==> config.mk <==
export PLATFORM = sky130hd
export DESIGN_NAME = msr_stage
export DESIGN_NICKNAME = d
export VERILOG_FILES = /design/src/include/msr_pkg.sv /design/src/include/msr_dp_if.sv /design/src/logic/msr_limiter.sv /design/src/logic/msr_rounder.sv /design/src/logic/msr_stage.sv
export SDC_FILE = /design/constraint.sdc
export NUM_CORES = 1
export LEC_CHECK = 0
export BUFFER_PORTS_ARGS = -buffer_cell sky130_fd_sc_hd__buf_2
export CAP_MARGIN = 10
export CELL_PAD_IN_SITES_DETAIL_PLACEMENT = 1
export CELL_PAD_IN_SITES_GLOBAL_PLACEMENT = 2
export CORE_ASPECT_RATIO = 1.2
export CORE_MARGIN = 2
export CORE_UTILIZATION = 27
export DETAILED_ROUTE_END_ITERATION = 16
export MAX_ROUTING_LAYER = met4
export PLACE_DENSITY = 0.82
export SLEW_MARGIN = 20
export SYNTH_ARGS = -nofsm -noshare
export SYNTH_HDL_FRONTEND = slang
export SYNTH_HIERARCHICAL = 1
export SYNTH_SLANG_ARGS = --single-unit
==> constraint.sdc <==
create_clock -name clock -period 2.4 [get_ports clock]
set_clock_uncertainty 0.2 [all_clocks]
set_input_delay 0.36 -clock clock [delete_from_list [all_inputs] [get_ports clock]]
set_output_delay 0.36 -clock clock [all_outputs]
set_load 0.01 [all_outputs]
==> src/include/msr_pkg.sv <==
// constants, types and helpers shared by the saturation and rounding stage
package msr_pkg;

  // data widths
  localparam int unsigned ACC_W      = 36;
  localparam int unsigned WORD_W     = 16;
  localparam int unsigned CLASS_W    = 4;

  // bit positions examined by the limiter
  localparam int unsigned EXT3_POS   = 35;
  localparam int unsigned EXT0_POS   = 32;
  localparam int unsigned MSP15_POS  = 31;

  // rounding point sits between these two bits
  localparam int unsigned RND_HI_POS = 16;
  localparam int unsigned RND_LO_POS = 15;

  // saturation extremes
  localparam logic [ACC_W-1:0]  SAT_POS_VAL = 36'h0_7FFF_FFFF;
  localparam logic [ACC_W-1:0]  SAT_NEG_VAL = 36'hF_8000_0000;

  // one half of the low word, and the cleared low word
  localparam logic [WORD_W-1:0] LOW_HALF    = 16'h8000;
  localparam logic [WORD_W-1:0] LOW_CLEARED = 16'h0000;

  // increment applied to the upper 20 bits when rounding up
  localparam logic [ACC_W-RND_HI_POS-1:0] RND_INC = 20'h00001;

  // rounding mode encoding of the mode bit
  typedef enum logic {
    MSR_RND_CONV = 1'b0,
    MSR_RND_TWOS = 1'b1
  } msr_rnd_mode_t;

  // value after reset of the rounding mode and enable
  localparam msr_rnd_mode_t RND_MODE_RESET = MSR_RND_CONV;
  localparam logic          SAT_EN_RESET   = 1'b0;

  // instruction class reported by the decoder
  typedef enum logic [CLASS_W-1:0] {
    MSR_CLS_ARITH      = 4'h0,
    MSR_CLS_RND        = 4'h1,
    MSR_CLS_MPY_RND    = 4'h2,
    MSR_CLS_MAC_RND    = 4'h3,
    MSR_CLS_XFER       = 4'h4,
    MSR_CLS_CMP        = 4'h5,
    MSR_CLS_MBIT_SHIFT = 4'h6,
    MSR_CLS_ACC_SHIFT  = 4'h7,
    MSR_CLS_INT_MPY    = 4'h8,
    MSR_CLS_SU_MPY     = 4'h9,
    MSR_CLS_LOGIC      = 4'hA,
    MSR_CLS_SBIT_SHIFT = 4'hB,
    MSR_CLS_ROTATE     = 4'hC,
    MSR_CLS_NOT        = 4'hD,
    MSR_CLS_TEST       = 4'hE,
    MSR_CLS_NON_ALU    = 4'hF
  } msr_class_t;

  // true for classes whose result may be limited
  function automatic logic msr_sat_allowed(input msr_class_t cls);
    case (cls)
      MSR_CLS_ARITH, MSR_CLS_RND, MSR_CLS_MPY_RND,
      MSR_CLS_MAC_RND, MSR_CLS_XFER: msr_sat_allowed = 1'b1;
      default:                       msr_sat_allowed = 1'b0;
    endcase
  endfunction : msr_sat_allowed

  // true for the three rounding classes
  function automatic logic msr_is_round(input msr_class_t cls);
    case (cls)
      MSR_CLS_RND, MSR_CLS_MPY_RND, MSR_CLS_MAC_RND: msr_is_round = 1'b1;
      default:                                       msr_is_round = 1'b0;
    endcase
  endfunction : msr_is_round

endpackage : msr_pkg

==> src/include/msr_dp_if.sv <==
// datapath signals between the stage top and its rounder and limiter
`timescale 1ns/1ps
interface msr_dp_if;
  import msr_pkg::*;

  logic [ACC_W-1:0] rnd_in;
  logic             rnd_en;
  msr_rnd_mode_t    rnd_mode;
  logic             rnd_clear_low;
  logic [ACC_W-1:0] rnd_out;
  logic             sat_en;
  logic [ACC_W-1:0] sat_out;
  logic             sat_hit;
  logic             sat_neg;

  modport top_mp (
    output rnd_in, rnd_en, rnd_mode, rnd_clear_low, sat_en,
    input  rnd_out, sat_out, sat_hit, sat_neg
  );
  modport rnd_mp (
    input  rnd_in, rnd_en, rnd_mode, rnd_clear_low,
    output rnd_out
  );
  modport sat_mp (
    input  rnd_out, sat_en,
    output sat_out, sat_hit, sat_neg
  );
endinterface : msr_dp_if

==> src/logic/msr_limiter.sv <==
// output limiter on the 36-bit result
`timescale 1ns/1ps
module msr_limiter
  import msr_pkg::*;
(
  // datapath
  msr_dp_if.sat_mp dp
);

  logic ext3;
  logic ext0;
  logic msp15;
  logic go_pos;
  logic go_neg;

  always_comb begin
    ext3   = dp.rnd_out[EXT3_POS];
    ext0   = dp.rnd_out[EXT0_POS];
    msp15  = dp.rnd_out[MSP15_POS];
    go_pos = dp.sat_en && !ext3 && (ext0 || msp15);
    go_neg = dp.sat_en && ext3 && !(ext0 && msp15);
  end

  always_comb begin
    if (go_pos) begin
      dp.sat_out = SAT_POS_VAL;
    end else if (go_neg) begin
      dp.sat_out = SAT_NEG_VAL;
    end else begin
      dp.sat_out = dp.rnd_out;
    end
    dp.sat_hit = go_pos || go_neg;
    dp.sat_neg = go_neg;
  end

endmodule : msr_limiter

==> src/logic/msr_rounder.sv <==
// single-precision rounder, convergent or two's complement
`timescale 1ns/1ps
module msr_rounder
  import msr_pkg::*;
(
  // datapath
  msr_dp_if.rnd_mp dp
);

  logic [WORD_W-1:0]             low_word;
  logic [ACC_W-RND_HI_POS-1:0]   upper;
  logic [ACC_W-RND_HI_POS-1:0]   upper_sum;
  logic                          round_up;

  // rounding decision at the point between bit 16 and bit 15
  always_comb begin
    low_word = dp.rnd_in[WORD_W-1:0];
    upper    = dp.rnd_in[ACC_W-1:RND_HI_POS];
    round_up = 1'b0;
    if (dp.rnd_mode == MSR_RND_TWOS) begin
      round_up = dp.rnd_in[RND_LO_POS];
    end else begin
      if (low_word > LOW_HALF) begin
        round_up = 1'b1;
      end else if (low_word == LOW_HALF) begin
        round_up = dp.rnd_in[RND_HI_POS];
      end
    end
    // wraps at 36 bits; the limiter catches the overflow afterwards
    upper_sum = round_up ? upper + RND_INC : upper;
  end

  // pass through when not rounding
  always_comb begin
    if (!dp.rnd_en) begin
      dp.rnd_out = dp.rnd_in;
    end else if (dp.rnd_clear_low) begin
      dp.rnd_out = {upper_sum, LOW_CLEARED};
    end else begin
      dp.rnd_out = {upper_sum, low_word};
    end
  end

endmodule : msr_rounder

==> src/logic/msr_stage.sv <==
// saturation and rounding stage between the multiply array and write-back
//
// How it works
// - limit arithmetic results only while the saturation enable bit is set
// - limiter looks at extension bit 3, extension bit 0, upper bit 15
// - ext3 clear with ext0 or msp15 set gives 0_7FFF_FFFF
// - ext3 set without both ext0 and msp15 gives F_8000_0000
// - all three bits equal: array result passes unchanged
// - limited value is written back to the destination accumulator
// - shifts, integer and mixed multiplies, logic, rotate, not, test never limit
// - compare: enable only affects unnormalized flag for memory/immediate vs input reg
// - non data-ALU instructions are not touched by the limiter
// - accumulator transfers are limited while the enable bit is set
// - limiter outcome is exported so flag logic can use it
// - three rounding classes round to single precision, clear low word for accumulators
// - rounding point sits between bit 16 and bit 15
// - rounding select bit chooses convergent or two's complement
// - convergent rounding after reset
// - convergent: above half up, below down, exact half follows bit 16
// - two's complement: add one at bit 15 then truncate
// - a changed rounding select bit applies one instruction later
`timescale 1ns/1ps
module msr_stage
  import msr_pkg::*;
(
  // clock and reset
  input  wire logic               clock,
  input  wire logic               resetn,
  // operating mode bits
  input  wire logic               saturation_enable_bit,
  input  wire logic               round_select_bit,
  // instruction from the decoder
  input  wire logic               instr_valid,
  input  wire logic [CLASS_W-1:0] instr_class,
  input  wire logic               dest_is_acc,
  input  wire logic               cmp_op1_mem_imm,
  input  wire logic               cmp_op2_input_reg,
  // operands
  input  wire logic [ACC_W-1:0]   array_result,
  input  wire logic [ACC_W-1:0]   xfer_source,
  // write-back and flag hints
  output logic                    wb_valid,
  output logic [ACC_W-1:0]        wb_data,
  output logic                    wb_limited,
  output logic                    wb_limited_neg,
  output logic                    cmp_unnorm_sa,
  output logic                    round_mode_active
);

  ////////////////////////////////////////////////////////////////////////
  // state

  typedef struct packed {
    msr_rnd_mode_t    mode_seen;    // select bit taken at the last instruction
    logic             valid;
    logic [ACC_W-1:0] data;
    logic             limited;
    logic             limited_neg;
    logic             cmp_sa;
  } msr_state_t;

  msr_state_t state_reg;
  msr_state_t state_next;

  msr_dp_if   dp ();

  msr_class_t cls;
  logic       limit_ok;
  logic       rounding;
  logic       is_cmp;

  ////////////////////////////////////////////////////////////////////////
  // class decode

  // classes not in the enum cannot occur: the encoding is full
  always_comb begin
    cls      = msr_class_t'(instr_class);
    limit_ok = msr_sat_allowed(cls);
    rounding = msr_is_round(cls);
    is_cmp   = (cls == MSR_CLS_CMP);
  end

  ////////////////////////////////////////////////////////////////////////
  // datapath drive

  // transfers take the other accumulator, all else takes the array
  always_comb begin
    dp.rnd_in        = (cls == MSR_CLS_XFER) ? xfer_source : array_result;
    dp.rnd_en        = rounding;
    dp.rnd_mode      = state_reg.mode_seen;
    dp.rnd_clear_low = dest_is_acc;
    dp.sat_en        = saturation_enable_bit && limit_ok;
  end

  msr_rounder u_rounder (
    .dp (dp.rnd_mp)
  );

  msr_limiter u_limiter (
    .dp (dp.sat_mp)
  );

  ////////////////////////////////////////////////////////////////////////
  // next state

  always_comb begin
    state_next       = state_reg;
    state_next.valid = instr_valid;
    if (instr_valid) begin
      // sample select bit
      // the sample is used by the next instruction, giving the delay
      state_next.mode_seen   = msr_rnd_mode_t'(round_select_bit);
      state_next.data        = dp.sat_out;
      state_next.limited     = dp.sat_hit;
      state_next.limited_neg = dp.sat_neg;
      state_next.cmp_sa      = is_cmp && saturation_enable_bit
                               && cmp_op1_mem_imm && cmp_op2_input_reg;
    end else begin
      state_next.limited     = 1'b0;
      state_next.limited_neg = 1'b0;
      state_next.cmp_sa      = 1'b0;
    end
  end

  ////////////////////////////////////////////////////////////////////////
  // registers

  always_ff @(posedge clock or negedge resetn) begin
    if (!resetn) begin
      state_reg.mode_seen   <= RND_MODE_RESET;
      state_reg.valid       <= 1'b0;
      state_reg.data        <= '0;
      state_reg.limited     <= 1'b0;
      state_reg.limited_neg <= 1'b0;
      state_reg.cmp_sa      <= 1'b0;
    end else begin
      state_reg <= state_next;
    end
  end

  ////////////////////////////////////////////////////////////////////////
  // outputs

  // all outputs come from the state register
  assign wb_valid          = state_reg.valid;
  assign wb_data           = state_reg.data;
  assign wb_limited        = state_reg.limited;
  assign wb_limited_neg    = state_reg.limited_neg;
  assign cmp_unnorm_sa     = state_reg.cmp_sa;
  assign round_mode_active = state_reg.mode_seen;

endmodule : msr_stage

==> results.md, run 1 <==
Outcome:
- The checks that failed: negative setup slack.
- The flow ran to the end, but the final reports show violations.

Place:
- The HPWL after detailed placement is about 8400 um.
- Routability-driven placement finished with a final weighted congestion of approximately 0.80.
- At the placement stage, the worst setup path has a slack of -1.212 ns.
- In this run the tool buffered the top-level ports with between 100 and 150 buffer cells.
- Once placement finished, the instance area stood at 4617 um^2.
- The count of placed standard cells including taps is 661.

Floorplanning:
- In this run the standard cell core region covers about 12000 um^2.
- The height of the chip is ~130 um.
- The horizontal die dimension is 106.2 um.
- The site row count is 44.
- The initial utilization of the core area, before any placement, comes to between 20% and 30%.
- In this run the count of I/O pins placed on the die edge is between 100 and 150.
- The die covers around 13000 um^2.

Yosys:
- The number of flops mapped to enable cells by yosys is 0.
- The post-synthesis register bit count is around 40.
- Counting flops with an async set or reset pin after synthesis yields a share of 100.0%.
- The part of the Yosys area used for sequential elements is between 30% and 40%.
- The synthesized cell area is 3387 um^2.
- Synthesis produced a netlist whose cell count is ~350.
- The most used flip-flop cell after synthesis is dfrtp_1.
- Dividing the synthesized area by the synthesized cell count gives about 9.8 um^2.
- The number of different library cells used by synthesis comes to 39.
- The post-synthesis net count is roughly 430.
- The number of warning messages in the yosys log is 6.

Finish:
- The share of layout cells above drive strength 1 is a little under three quarters.
- Summing all multi-input logic gate instances after layout gives 2680 um^2.
- Leaving out fill and tap cells, the most frequent cells in the layout are 122 x buf_2, 62 x mux2_4, 51 x buf_4, 41 x dfrtp_1, 28 x a21oi_2.
- The filler cell count in the final layout is 1377.
- The post-layout instance count excluding filler cells is between 600 and 700.
- Registers take slightly above 1000 um^2.
- Summing all non-filler instances in the final layout gives an area of 5600 um^2.
- The number of diodes is 0.
- Leaving out fill and tap cells, the most frequent cell in the layout is buf_2.
- The number of nets in the finished design is ~600.
- The area growth from synthesis to layout is 65.35%.

Routing:
- The number of DRC violations after detailed routing is 0.
- The routed layout has 3404 vias.
- The wire length after detailed routing is about 13000 um.
- The detailed-router iteration count before antenna repair is 4.
- The detail-routed net length per standard cell is 18.69 um.
- The DRC marker count from the first detailed-route iteration is 123.
- The number of antenna-violating nets in the routed design is 0.
- Using the TritonRoute via totals, the vias-per-cell ratio works out to 4.912.

Run:
- Max-cap violations in this run came to 0.

Clock tree:
- The TritonCTS clock tree is done.
- The buffer depth of the longest clock path is 2.
- The clock sink total is between 40 and 50.
- The clock transition at the register clock pins on the worst setup and hold paths after CTS is around 0.06 ns.
- The clock insertion delay at the later pin of the skew report is around 0.29 ns.
- The CTS buffer count is 5.
- The clock tree synthesis step divided the H-tree into 2 levels.
- In this run the clock root is driven by a clkbuf_16.

Global routing:
- The global-route usage over all layers is 18.88%.
- Summed over all layers, the global routing overflow is 0.
- The number of global-route vias before repair was 3644.
- The maximum number of pins on one net before global-route repair is 23.
- The first global-routing pass estimated 19240 um of wire.
- The number of antenna violations at the first check in global routing is 0.

Pwr:
- Power comes to around 2.5 mW.
- The worst-case IR drop observed on VDD is approximately 0.25 mV.
- The cell area power density is 454.0 nW/um^2.
- The leakage component of the power is 2.669 nW.

STA:
- The tightest hold margin is 0.1265 ns.
- The final critical-path share of the clock period is 137.5%.
- Static timing analysis puts the maximum clock frequency at 303.0 MHz.
- The max-slew violation count was 0.
- The final count of hold timing violations is 0.
- Setup slack on the critical path of the routed design comes to -0.8999 ns.
- The final-report setup violation count is 38.
- Setup repair after global routing could not meet its margin everywhere.
- Subtracting the final worst setup slack from the clock period gives approximately 3.3 ns.
- At the pin with the least slew margin, the transition time is approximately 0.53 ns.
- The worst relative slew slack is between 60% and 70%.

Setup path:
- The maximum net fanout on the critical path is 8.
- STA classifies the critical path startpoint as a primary input.
- The worst setup path is of the primary input to flop kind.
- Data on the critical path arrives at its endpoint at 3.28 ns.
- The endpoint required time on the critical path is 2.38 ns.
- The endpoint kind of the worst setup timing path is a flop.

Worst hold path:
- The worst hold-check path type is primary input to flop.
-- state kept, by name (all words and copies together) (netlist names) --
name               cells
round_mode_active      1
wb_valid               1
wb_limited             1
cmp_unnorm_sa          1
wb_limited_neg         1
wb_data               36
-- path summary, 6_finish.rpt --
path	startpoint	endpoint	slack, ns	cells past startpoint
setup / recovery	instr_class[0]	wb_data[9]	-0.90	16
hold / removal	round_select_bit	round_mode_active	0.13	2
setup reg to reg	round_mode_active	wb_data[9]	-0.01	8
hold reg to reg	wb_data[20]	wb_data[20]	0.31	1
max in group asynchronous	resetn	wb_data[19]	0.91	3
min in group asynchronous	resetn	wb_data[20]	0.37	2
-- per-layer routing --
metal	wire length [um]	global-route usage [%]	vias up	part of all wire (%)
met5	0	-	-	0
met4	344	6.734	0	2.7
met3	519	2.415	21	4.0
met2	7048	33.90	96	54
met1	5035	21.39	1703	39
li1	-	-	1584	-
-- where the power goes --
group	internal [mW]	switching [mW]	total [mW]	leakage (nW)
clock	0.414	0.297	0.711	0.0768
sequential	0.786	0.0586	0.845	0.505
combinational	0.525	0.462	0.987	2.09
total	1.73	0.817	2.54	2.67
-- worst max-delay path, stage by stage --
cell	delay [ns]
buf_8	0.10
nor4b_4	0.28
buf_6	0.18
buf_12	0.12
buf_16	0.14
buf_12	0.10
mux2_4	0.30
nor2_1	0.23
nand4_4	0.13
o211ai_1	0.29
xnor2_2	0.14
o21a_2	0.27
buf_6	0.17
nor2_1	0.16
a21oi_2	0.05
mux2_4	0.25
-- area by class of cell --
type / instances / area share [%]
sequential: 41 / 18.32
multi-input combinational: 275 / 47.86
tap: 161 / 3.597
clock buffer: 6 / 2.480
inverter: 7 / 0.4692
timing repair buffer: 201 / 27.03
clock inverter: 2 / 0.2458
-- per-stage QoR --
stage / util, % / TNS, ns
after global placement: 37.95 / -38.85
after global routing: 46.03 / -35.21
after CTS: 43.25 / -28.70
after floorplan: - / -32.35
after detailed placement: 37.95 / -43.95
final: 46.03 / -31.83
-- repair_timing --
action,CTS,global route
setup buffers,12,4
gates cloned,7,3
gates resized for setup,52,82
hold buffers,1,0
endpoints found under the setup margin,38,38
hold endpoints to repair,20,0
pin swaps,17,16
-- kinds of logic (layout without fill, tap and decap cells) --
family                     after synthesis  in the layout  synth area share, %
and+or+nand+nor                        128            128                20.35
muxes                                   74             74                27.82
AOI/OAI and AO/OA                       53             53                9.162
DFF                                     41             41                30.29
buffers and inverters                   31            216                7.093
xor gates and xnor gates                19             19                4.913
adders and majority gates                1              1               0.3694
-- cells in the mapped netlist (3+ instances only) --
master    instances  area, um^2
buf_6             3       33.78
nand4_1           6       37.54
inv_1             7       26.28
nor4_1            3       18.77
nand2_1          38       142.6
o21ai_0           6       30.03
and2_1           19       118.9
nand3_1           6       30.03
nor4_2            3       37.54
o211ai_1          4       30.03
o21a_1            3       22.52
xnor2_1          17       148.9
clkbuf_1          6       22.52
mux2_4           29       435.4
dfrtp_1          41        1026
buf_12            4       80.08
and3_1            3       18.77
a21oi_1          34       170.2
mux2_2           44       495.5
nor2_1           38       142.6
buf_2             8       40.04
Power figures use the tool's default switching activity.
==> inputs of run 2 (changes only) <==
--- a/config.mk
+++ b/config.mk
@@ -11,10 +11,10 @@
 export CELL_PAD_IN_SITES_GLOBAL_PLACEMENT = 2
 export CORE_ASPECT_RATIO = 1.2
 export CORE_MARGIN = 2
-export CORE_UTILIZATION = 27
+export CORE_UTILIZATION = 30
 export DETAILED_ROUTE_END_ITERATION = 16
 export MAX_ROUTING_LAYER = met4
-export PLACE_DENSITY = 0.82
+export PLACE_DENSITY_LB_ADDON = 0.1
 export SLEW_MARGIN = 20
 export SYNTH_ARGS = -nofsm -noshare
 export SYNTH_HDL_FRONTEND = slang
==> constraint.sdc (replaced) <==
create_clock -name clock -period 3.5 [get_ports clock]
set_clock_uncertainty 0.2 [all_clocks]
set_input_delay 0.525 -clock clock [delete_from_list [all_inputs] [get_ports clock]]
set_output_delay 0.525 -clock clock [all_outputs]
set_load 0.01 [all_outputs]
==> run 2 against run 1 <==
  * The flow now finishes without violations
  * Count of clock-buffer cells in the layout is 1 higher
  * Flip-flop and latch count stayed put
  * Critical path depth is 2 lower
  * Hold slack worse by 0.090 ns
  * Global-route usage is 1.4 points lower
  * First-iteration DRC count is 56% lower
  * Total power is 39% lower
  * Utilization is 3.2 points lower
  * Die area is 9.7% lower
  * Via count is 7.8% lower
  * Routed wire length is 19% lower
  * Critical path type unchanged
  * Highest routed layer unchanged
==> results.md, run 2 (synthesized netlist as in run 1, its figures left out) <==
Pwr:
- The total internal power is 1.070 mW (-38%).
- The leakage component of the power is 2.303 nW (-14%).
- The combinational power share is 33.3% (-5.5 points).
- The switching power share of the total is 30.93% (-1.2 points).
- The overall power after layout is 1.548 mW (-39%).
- The portion of total power attributed to sequential cells is 36.8% (+3.6 points).
- The peak supply drop is 0.2049 mV (-19%).
- The total net switching power came to 0.4788 mW (-41%).
- The cell area power density came to 327.5 nW/um^2 (-28%).
- The share of total power in the clock network is 29.9% (+1.9 points).

STA:
- The worst relative slew slack came to 34.77% (-30 points).
- The peak clock frequency supported by timing is just under 300 MHz.
- The clock period minus worst slack is around 3.4 ns.
- The final-report setup violation count was 0 (-100%).
- The max-slew violation count is 0 (unchanged).
- The transition time at the pin with the least slew margin is 0.9784 ns (+0.4467 ns).
- The tightest hold margin is 0.03655 ns (-0.08991 ns).
- The slack of the critical path was 0.09170 ns (+0.9916 ns).
- The final critical-path share of the clock period is just under 100%.
- The final count of hold timing violations is 0 (unchanged).
- Setup repair after global routing could not meet its margin everywhere.

Setup path:
- The worst setup path is captured at a flop.
- The number of cell instances on the worst register-to-register path is 8 (unchanged).
- The maximum net fanout on the critical path is 22 (+14).
- The endpoint required time on the critical path is 3.47 ns (+1.09 ns).
- STA classifies the critical path startpoint as a primary input.
- The signal arrival time at the worst endpoint is 3.38 ns (+0.10 ns).
- The critical path in this run is classified as primary input to flop.

Routing:
- The number of DRC violations after detailed routing was 0 (unchanged).
- The detailed-router iteration count before antenna repair was 4 (unchanged).
- The number of vias per cell after detailed routing was 4.902 (-0.21%).
- The number of antenna-violating nets in the routed design is 0 (unchanged).
- The DRC marker count from the first detailed-route iteration is 54 (-56%).
- The total via count after detailed routing is 3137 (-7.8%).
- The detail-routed net length per standard cell came to 16.37 um (-12%).
- The wire length after detailed routing is 10480 um (-19%).

Floorplanning:
- The height of the chip came to 120.4 um (-5.0%).
- The horizontal die dimension is 101.0 um (-4.9%).
- The core region area is 11040 um^2 (-9.3%).
- The count of boundary I/O pins was 125 (unchanged).
- The site row count is 42 (-4.5%).
- The effective utilization at floorplan is 30.69% (+2.9 points).
- The area of the die came to 12160 um^2 (-9.7%).

Clock tree:
- The buffer depth of the longest clock path is 2 (unchanged).
- The root buffer cell chosen for the clock tree is clkbuf_16.
- The clock sink total is 41 (unchanged).
- The clock transition at the register clock pins on the worst setup and hold paths after CTS is 0.06 ns (about the same).
- The clock insertion delay at the later pin of the skew report came to 0.29 ns (about the same).
- The CTS H-tree depth came to 2 (unchanged).
- The TritonCTS clock tree is done.
- The CTS buffer count came to 5 (unchanged).

Outcome:
- The run finished with clean final reports.

Finish:
- The share of layout cells above drive strength 1 is 57.20% (-15 points).
- The library cell used most frequently in the layout, excluding fill and tap cells, is buf_2.
- In the layout the commonest cells are 123 x buf_2, 41 x dfrtp_1, 41 x buf_4, 40 x mux2_2, 35 x nand2_1.
- From synthesis to final layout, the design area changed by 39.60%.
- The flip-flop count of the largest register after layout was 36 (unchanged).
- The number of nets in the finished design is 591 (-4.1%).

Place:
- The HPWL after detailed placement was 7743 um (-7.6%).
- The global placement routability congestion is 0.7555 (-5.4%).
- The post-placement setup slack is -0.2451 ns (+0.9674 ns).
- The count of buffers inserted at the top-level ports is 124 (unchanged).

Global routing:
- The global-route wire length before repair is 16320 um (-15%).
- The maximum number of pins on one net before global-route repair is 42 (+83%).
- The remaining global-route overflow is 0 (unchanged).
- The number of global-route vias before repair was 3390 (-7.0%).
- The number of antenna violations at the first check in global routing was 1 (+1).
- The global-route usage over all layers is 17.47% (-1.4 points).

Run:
- The number of violations of the max-capacitance limit is 0 (unchanged).

Worst hold path:
- The worst hold-check path type is primary input to asynchronous set/reset pin.
[run 2: worst max-delay path, stage by stage]
cell and delay, ns:
buf_2 0.12, nor4b_4 0.43, buf_6 0.22, mux2_4 0.33, nor4_4 0.26, buf_4 0.16, nand4_4 0.09, o211ai_1 0.27
xnor2_2 0.13, a21bo_1 0.25, buf_12 0.17, nand2_1 0.09, a21oi_2 0.06, mux2_2 0.26
[run 2: through the flow]
| stage | utilization, % | setup TNS (ns) | area, um^2 | std cells |
|---|---|---|---|---|
| floorplan | - | 0 | 3431 | 347 |
| global placement | 39.71 | -4.733 | 4382 | 622 |
| detailed placement | 39.71 | -7.678 | 4382 | 622 |
| CTS | 40.98 | 0 | 4522 | 630 |
| global route | 42.85 | -1.396 | 4728 | 640 |
| finish | 42.85 | 0 | 4728 | 640 |
[run 2: final timing paths]
kind	from	endpoint	slack (ns)
max in group asynchronous	resetn	wb_data[3]	2.67
max reg2reg	round_mode_active	wb_data[19]	1.16
min reg2reg	wb_data[34]	wb_data[34]	0.30
min	resetn	wb_data[25]	0.04
min in group clock	round_select_bit	round_mode_active	0.28
max	instr_class[0]	wb_data[19]	0.09
[run 2: area by class of cell]
| cell class | count | area, um^2 |
|---|---|---|
| Antenna cell | 1 | 2.502 |
| Clock buffer | 7 | 132.6 |
| Clock inverter | 1 | 7.507 |
| Fill cell | 1318 | 6307 |
| Inverter | 7 | 26.28 |
| Multi-Input combinational cell | 275 | 2261 |
| Sequential cell | 41 | 1026 |
| Tap cell | 132 | 165.2 |
| Timing Repair Buffer | 176 | 1107 |
[run 2: metal layers]
| layer | GRT usage (%) | vias to the layer above | share of wire, % |
|---|---|---|---|
| met4 | 4.223 | 0 | 0.93 |
| met2 | 30.92 | 77 | 52 |
| met1 | 20.62 | 1524 | 43 |
| met5 | - | - | 0 |
| met3 | 2.832 | 7 | 4.1 |
| li1 | - | 1529 | - |
[run 2: repair_timing]
action                     CTS  global route
hold buffers                 0             0
buffers inserted             0             6
setup endpoints to repair    0            34
gates resized for setup      0            34
[run 2: power groups by stage]
stage	Combinational, mW	Clock [mW]	Sequential (mW)
6_report	0.516	0.463	0.570
5_1_grt	0.568	0.499	0.580
4_1_cts	0.500	0.482	0.572
3_5_place_dp	0.498	0	0.580
3_3_place_gp	0.490	0	0.578
2_1_floorplan	0.260	0	0.609
